File: config.mk
export PLATFORM = sky130hd
export DESIGN_NAME = bridge_config_header_regs
export DESIGN_NICKNAME = d
export VERILOG_FILES = /design/src/design/bridge_cfg_pkg.sv /design/src/design/bridge_config_header_regs.sv
export SDC_FILE = /design/constraint.sdc
export NUM_CORES = 1
export LEC_CHECK = 0
export ABC_AREA = 1
export BUFFER_PORTS_ARGS = -buffer_cell sky130_fd_sc_hd__buf_2
export CAP_MARGIN = 10
export CORE_UTILIZATION = 48
export CTS_CLUSTER_DIAMETER = 40
export CTS_CLUSTER_SIZE = 12
export DETAILED_ROUTE_END_ITERATION = 10
export PLACE_DENSITY = 0.91
export SLEW_MARGIN = 15
export SYNTH_ARGS = -nofsm -noshare
export SYNTH_HDL_FRONTEND = slang
export SYNTH_SLANG_ARGS = --single-unit
File: constraint.sdc
create_clock -name clk_i -period 2.47 [get_ports clk_i]
set_clock_uncertainty 0.15 [all_clocks]
set_input_delay 0.3705 -clock clk_i [delete_from_list [all_inputs] [get_ports clk_i]]
set_output_delay 0.3705 -clock clk_i [all_outputs]
set_load 0.01 [all_outputs]
File: src/design/bridge_cfg_pkg.sv
/*
 Constants for the bridge configuration header register bank: dword offsets,
 field positions, fixed codes and reset values.
 Assumes byte offsets on a 32-bit Wishbone bus, one aligned dword per offset.
*/
// Functional notes
// - Revision byte at 08h bits 7:0 is read-only with a fixed code.
// - Programming interface byte, bits 15:8, reads zero: no subtractive decode.
// - Sub-class byte, bits 23:16, read-only, reports a bridge-to-bridge sub-class.
// - Base class byte, bits 31:24, read-only, reports a bridge device.
// - Line size bits 2..5 writable, reset zero, select 4/8/16/32 dword lines.
// - Line size bits 1:0 and 7:6 read zero and ignore writes.
// - Upstream timer RO zero forward; RW reverse, reset 00h or 40h by bus mode.
// - Downstream timer RW forward, reset 00h or 40h by mode; RO zero reverse.
// - Header layout bits 22:16 read-only, value 0000001.
// - Header bit 23 reads zero (single function); bits 31:24 read zero.
// - Offsets 10h to 17h reserved, no base address registers.
// - Upstream bus number at 18h bits 7:0 writable, reset zero.
// - Downstream and highest bus numbers at 18h writable, reset zero.
// - I/O base bits 1:0 and limit bits 9:8 read-only 01: 32-bit I/O.
// - I/O base nibble 7:4 writable, reset zero; bits 3:2 read zero.
// - I/O limit nibble 15:12 writable, reset zero; bits 11:10 read zero.
`default_nettype none

package bridge_cfg_pkg;
   localparam int ADR_W = 8;
   localparam logic [ADR_W-1:0] OFS_CLASS = 8'h08;
   localparam logic [ADR_W-1:0] OFS_HEADER = 8'h0c;
   localparam logic [ADR_W-1:0] OFS_RSV0 = 8'h10;
   localparam logic [ADR_W-1:0] OFS_RSV1 = 8'h14;
   localparam logic [ADR_W-1:0] OFS_BUS = 8'h18;
   localparam logic [ADR_W-1:0] OFS_IO = 8'h1c;

   localparam logic [7:0] PROG_IF = 8'h00;
   localparam logic [7:0] SUB_CLASS = 8'h04;
   localparam logic [7:0] BASE_CLASS = 8'h06;
   localparam logic [6:0] HDR_LAYOUT = 7'h01;
   localparam logic HDR_MULTI_FN = 1'b0;
   localparam logic [7:0] HDR_TOP = 8'h00;

   localparam int LINE_LO = 2;
   localparam int LINE_W = 4;
   localparam logic [LINE_W-1:0] LINE_RST = 4'h0;

   localparam logic [7:0] TIMER_RST_PCI = 8'h00;
   localparam logic [7:0] TIMER_RST_PCIX = 8'h40;
   localparam logic [7:0] BUS_RST = 8'h00;

   localparam logic [1:0] IO_ADDR_CAP = 2'h1;
   localparam int IO_NIB_W = 4;
   localparam logic [IO_NIB_W-1:0] IO_NIB_RST = 4'h0;

   localparam int STRAP_W = 2;
   localparam int STRAP_FWD = 0;
   localparam int STRAP_PCIX = 1;
endpackage : bridge_cfg_pkg

`default_nettype wire

File: src/design/bridge_config_header_regs.sv
/*
 Configuration header dwords 08h to 1Ch of a reversible bridge, reached as a
 classic Wishbone slave. Bus number, timer, line size and I/O window values
 are driven out to the rest of the bridge.
 Assumes the direction and bus mode straps are quasi-static pins and that
 reset is held for at least three clock edges so the straps settle first.
*/
// The Wishbone register port was left to the implementer.
`default_nettype none

module bridge_config_header_regs
   import bridge_cfg_pkg::*;
#(
   parameter logic [7:0] REVISION = 8'h5a  // Value is arbitrary
) (
   // Clock and reset
   input wire logic clk_i,
   input wire logic rst_i,
   // Wishbone slave
   input wire logic [ADR_W-1:0] adr_i,
   input wire logic [31:0] dat_i,
   input wire logic [3:0] sel_i,
   input wire logic we_i,
   input wire logic cyc_i,
   input wire logic stb_i,
   output logic [31:0] dat_o,
   output logic ack_o,
   // Straps from pins
   input wire logic forward_mode_i,
   input wire logic pcix_mode_i,
   // Programmed values to the bridge
   output logic [LINE_W-1:0] line_size_o,
   output logic [7:0] upstream_timer_o,
   output logic [7:0] downstream_timer_o,
   output logic [7:0] upstream_bus_o,
   output logic [7:0] downstream_bus_o,
   output logic [7:0] highest_bus_o,
   output logic [IO_NIB_W-1:0] io_base_o,
   output logic [IO_NIB_W-1:0] io_limit_o
);

   // Strap synchronisers; they run through reset so reset values see settled straps
   logic [STRAP_W-1:0] strap_meta;
   logic [STRAP_W-1:0] strap_sync;
   wire logic [STRAP_W-1:0] strap_raw = {pcix_mode_i, forward_mode_i};

   always_ff @(posedge clk_i) begin
      strap_meta <= strap_raw;
      strap_sync <= strap_meta;
   end

   wire logic forward = strap_sync[STRAP_FWD];
   wire logic pcix = strap_sync[STRAP_PCIX];
   wire logic [7:0] timer_rst = pcix ? TIMER_RST_PCIX : TIMER_RST_PCI;

   // Storage
   logic [LINE_W-1:0] line_size;
   logic [7:0] upstream_latency_timer;
   logic [7:0] downstream_latency_timer;
   logic [7:0] upstream_bus_number;
   logic [7:0] downstream_bus_number;
   logic [7:0] highest_bus_number;
   logic [IO_NIB_W-1:0] io_window_base;
   logic [IO_NIB_W-1:0] io_window_limit;

   // Bus decode
   wire logic req = cyc_i & stb_i;
   wire logic [ADR_W-1:0] dw_adr = {adr_i[ADR_W-1:2], 2'b00};
   wire logic hit_class = (dw_adr == OFS_CLASS);
   wire logic hit_header = (dw_adr == OFS_HEADER);
   wire logic hit_rsv = (dw_adr == OFS_RSV0) | (dw_adr == OFS_RSV1);
   wire logic hit_bus = (dw_adr == OFS_BUS);
   wire logic hit_io = (dw_adr == OFS_IO);

   // A write lands on the edge where the master sees ack
   wire logic wr = req & we_i & ack_o;
   wire logic [3:0] lane_wr = {4{wr}} & sel_i;

   // Read image of each dword
   wire logic [31:0] rd_class = {BASE_CLASS, SUB_CLASS, PROG_IF, REVISION};
   wire logic [31:0] rd_header = {HDR_TOP, HDR_MULTI_FN, HDR_LAYOUT,
                                  upstream_latency_timer,
                                  2'b00, line_size, 2'b00};
   wire logic [31:0] rd_bus = {downstream_latency_timer, highest_bus_number,
                               downstream_bus_number, upstream_bus_number};
   // Upper half of 1Ch belongs to the secondary status logic outside this bank
   wire logic [31:0] rd_io = {16'h0000,
                              io_window_limit, 2'b00, IO_ADDR_CAP,
                              io_window_base, 2'b00, IO_ADDR_CAP};

   // Reserved and unmapped dwords answer with zero rather than an error
   wire logic [31:0] rdata =
      hit_class ? rd_class :
      hit_header ? rd_header :
      hit_rsv ? 32'h0000_0000 :
      hit_bus ? rd_bus :
      hit_io ? rd_io : 32'h0000_0000;

   // Next values; read-only fields have no write path at all
   wire logic [LINE_W-1:0] next_line_size =
      (hit_header & lane_wr[0]) ? dat_i[LINE_LO +: LINE_W] : line_size;
   wire logic [7:0] next_upstream_timer =
      forward ? 8'h00 :
      (hit_header & lane_wr[1]) ? dat_i[15:8] : upstream_latency_timer;
   wire logic [7:0] next_downstream_timer =
      !forward ? 8'h00 :
      (hit_bus & lane_wr[3]) ? dat_i[31:24] : downstream_latency_timer;
   wire logic [7:0] next_upstream_bus =
      (hit_bus & lane_wr[0]) ? dat_i[7:0] : upstream_bus_number;
   wire logic [7:0] next_downstream_bus =
      (hit_bus & lane_wr[1]) ? dat_i[15:8] : downstream_bus_number;
   wire logic [7:0] next_highest_bus =
      (hit_bus & lane_wr[2]) ? dat_i[23:16] : highest_bus_number;
   wire logic [IO_NIB_W-1:0] next_io_base =
      (hit_io & lane_wr[0]) ? dat_i[7:4] : io_window_base;
   wire logic [IO_NIB_W-1:0] next_io_limit =
      (hit_io & lane_wr[1]) ? dat_i[15:12] : io_window_limit;

   // Timer reset values follow the straps sampled during reset
   wire logic [7:0] up_timer_rst = forward ? 8'h00 : timer_rst;
   wire logic [7:0] dn_timer_rst = forward ? timer_rst : 8'h00;

   always_ff @(posedge clk_i) begin
      if (rst_i) begin
         upstream_latency_timer <= up_timer_rst;
         downstream_latency_timer <= dn_timer_rst;
      end else begin
         upstream_latency_timer <= next_upstream_timer;
         downstream_latency_timer <= next_downstream_timer;
      end
   end

   always_ff @(posedge clk_i) begin
      if (rst_i) begin
         line_size <= LINE_RST;
         upstream_bus_number <= BUS_RST;
         downstream_bus_number <= BUS_RST;
         highest_bus_number <= BUS_RST;
      end else begin
         line_size <= next_line_size;
         upstream_bus_number <= next_upstream_bus;
         downstream_bus_number <= next_downstream_bus;
         highest_bus_number <= next_highest_bus;
      end
   end

   always_ff @(posedge clk_i) begin
      if (rst_i) begin
         io_window_base <= IO_NIB_RST;
         io_window_limit <= IO_NIB_RST;
      end else begin
         io_window_base <= next_io_base;
         io_window_limit <= next_io_limit;
      end
   end

   // One wait state: ack and read data one edge after the request appears
   wire logic take = req & !ack_o;

   always_ff @(posedge clk_i) begin
      if (rst_i) begin
         ack_o <= 1'b0;
         dat_o <= 32'h0000_0000;
      end else begin
         ack_o <= take;
         dat_o <= take ? rdata : dat_o;
      end
   end

   assign line_size_o = line_size;
   assign upstream_timer_o = upstream_latency_timer;
   assign downstream_timer_o = downstream_latency_timer;
   assign upstream_bus_o = upstream_bus_number;
   assign downstream_bus_o = downstream_bus_number;
   assign highest_bus_o = highest_bus_number;
   assign io_base_o = io_window_base;
   assign io_limit_o = io_window_limit;

   wire logic rd_take = take & !we_i;
   wire logic hit_any = hit_class | hit_header | hit_rsv | hit_bus | hit_io;
   wire logic [31:0] bus_image = {downstream_timer_o, highest_bus_o, downstream_bus_o,
                                  upstream_bus_o};
   // Every writable field except the timers, whose value also follows the straps
   wire logic [35:0] held_fields = {line_size_o, upstream_bus_o, downstream_bus_o,
                                    highest_bus_o, io_base_o, io_limit_o};
endmodule : bridge_config_header_regs

`default_nettype wire

==> results by group <==
Clocking
  – Clock Sink Count: 89
  – Cts hold-fix bufs: 2
  – CTS clk-pin slew, worst paths: 0.10 ns
  – CTS tree: built
  – H-tree levels: 3
  – Setup bufs post-CTS: 0
  – CTS max path bufs: 2
  – CTS buffer count: 9
  – Clk Latency, worst-skew pair: 0.36 ns
  – Post-CTS Resized: 0
  – Root Buffer: clkbuf_8

Detailed routing
  – DRT Wirelength: 9.62 mm
  – Routed len/inst: 14.1 um
  – Iter 0 DRT Violations: 196
  – Drt drc: 0
  – Final ANT Viol Nets: 0
  – First-pass iteration count of the detailed router: 5
  – Via count: 3511
  – Via density: 5.15

STA
  – Final Hold Viols: 0
  – Worst-margin pin slew: 0.488 ns
  – Final Max Slew Viols: 0
  – Rel. slew slack: 67.4%
  – Setup_tns: 0 ns
  – Fin crit share: 71.6%
  – PnR worst setup slack: 0.701 ns
  – RSZ-0062 raised after global routing: false
  – Final Setup Violations: 0
  – Crit path time final: 1.77 ns
  – Fmax: 565 MHz

Worst setup path
  – CP max stage delay: 0.38 ns
  – CP max-delay cell: dfxtp_1
  – Crit-path most repeated cell: nand2_1
  – Critical path, cell by cell: nand2_1, nor2_1, nand2_1, o21ai_0, buf_4
  – Worst EP required: 2.39 ns
  – Crit path capture type: register
  – Crit path DAT: 1.69 ns
  – Critical path launch point type: register
  – Worst Path Max Fanout: 8
  – Crit Path Class: register to register

Min path
  – Worst hold path type: input pin to register

Pwr
  – Leakage: 2.18 nW
  – Power Density: 593 nW/um^2
  – Peak VDD IR: 0.328 mV

Floorplan
  – Die area: 7730 sq um
  – Total core area: 6940 sq um
  – Initial Utilization: 51.0%
  – IO Pins: 136
  – Die W: 87.9 um
  – Rows: 30
  – Die Y-Extent: 87.9 um

Run
  – Maxcap violations: 0

Synth
  – Yosys cell types: 27
  – Post-Syn Instances: 441
  – Synth Warn #: 0
  – Main area contributors after synthesis: dfxtp_1 41%, edfxtp_1 14%, nand2_1 13%, a21oi_1 8.2%, nand3_1 5.7%
  – FF+latch count, synth: 89
  – Mean Syn Cell Area: 8.03 sq um
  – Post-synthesis sequential area ratio: 54.8%
  – Share of the synthesized area in the top cell type: 41.3%
  – Synth area leader: dfxtp_1
  – Net count after synthesis: 492
  – Synthesized area: 3540 sq um

Finish
  – Syn-to-layout area delta: 27.7%
  – Ant diodes: 0
  – Share of layout cells above drive strength 1: 29.5%
  – Nets: 632

Global route
  – Initial antenna violation count: 0
  – GR Overflow Total: 0
  – Vias in the first global route: 3200
  – Total GRT Usage: 25.5%
  – Largest net degree at the start of global routing: 43
  – First-pass GRT wire length: 14.8 mm

Placement
  – DPL Wire Length: 7.12 mm
  – I/O Buffers: 133
  – RePlAce Congestion: 0.971
  – DP Worst Slack: 0.485 ns

Status
  – Status: finished clean
-- routing by layer --
metal	global-route usage (%)	routed length, um
met4	13.7	259
met3	4.71	714
met2	42.2	4760
met5	0	0
met1	31.5	3890
-- kinds of logic after synthesis --
group	Yosys count	share of synthesized area, %
compound gates	82	11.9
flops	89	54.8
simple gates	220	27.0
buf+inv	50	6.32
-- worst paths after layout --
path	startpoint	endpoint	slack, ns	cells past startpoint
min	dat_i[1]	upstream_bus_o[1]	0.09	3
min reg2reg	strap_meta[0]	strap_sync[0]	0.20	0
max	ack_o	upstream_timer_o[7]	0.70	5
max reg2reg	ack_o	upstream_timer_o[7]	0.70	5
-- report_power, final --
part           leakage [nW]  internal (W)  switching [W]
logic                  1.31     0.0000681       0.000124
registers             0.770       0.00150      0.0000140
clock network        0.0942      0.000396       0.000576
-- Yosys cell counts --
cell type and n:
nand2_1 122, dfxtp_1 73, a21oi_1 58, nor2_1 42, nand3_1 40, inv_1 30, o21ai_0 20, edfxtp_1 16
clkbuf_1 10, nand4_1 5, buf_6 3, inv_2 3, nor2_2 3, nand2_4 2, nor2_4 2, a21oi_2 1
a31oi_1 1, buf_1 1, buf_4 1, clkbuf_8 1, clkinv_1 1, nand2_2 1, nor2_8 1, nor3_1 1
nor3b_2 1, o2111ai_1 1, o211ai_1 1
-- critical path: cells and delay by family, from the launching register on --
family / cells / cell delay, ns
AO/OA/AOI/OAI: 1 / 0.19
buffers and inverters: 1 / 0.21
flip-flops: 1 / 0.38
AND/OR/NAND/NOR: 3 / 0.53
-- through the flow --
step / area, sq um / cells / utilization [%] / total power (W) / hold WS, ns
final: 4520 / 682 / 65.2 / 0.00268 / 0.0914
after detailed placement: 4310 / 664 / 62.0 / 0.00174 / 0.163
after floorplan: 3540 / 441 / - / 0.00164 / 0.160
after CTS: 4520 / 682 / 65.2 / 0.00269 / 0.0816
after global placement: 4310 / 664 / 62.0 / 0.00173 / 0.162
after global routing: 4520 / 682 / 65.2 / 0.00277 / 0.112
-- area by class of cell --
type	instances	area (sq um)
fillers	602	2420
flip-flops and latches	89	1940
multi-input cells	302	1380
repair buffers	145	761
inverters	34	128
clock buffers	9	124
well taps	96	120
clock inverters	7	73.8
-- registers in the layout, indices dropped and copies added (netlist names), 8 cells and up --
register and cells:
dat_o 32, downstream_bus_o 8, downstream_timer_o 8, upstream_timer_o 8
highest_bus_o 8, upstream_bus_o 8
-- layout by cell type (no fill, tap or decap) --
master,netlist,layout
nor3_1,1,1
nor2_8,1,1
o211ai_1,1,1
inv_8,0,3
a21oi_2,1,1
buf_4,1,10
dfxtp_1,73,73
nor2_4,2,2
clkinv_4,0,1
edfxtp_1,16,16
dlygate4sd3_1,0,2
nor3b_2,1,1
clkinv_8,0,1
clkinv_1,1,1
clkbuf_8,1,9
o21ai_0,20,20
clkinvlp_4,0,2
inv_1,30,30
a31oi_1,1,1
nor2_2,3,3
nand3_1,40,40
nor2_1,42,42
o2111ai_1,1,1
nand2_4,2,2
nand2_2,1,1
buf_2,0,133
a21oi_1,58,58
nand4_1,5,5
nand2_1,122,122
inv_2,3,3
No activity file was read; power rests on OpenSTA's default activity.
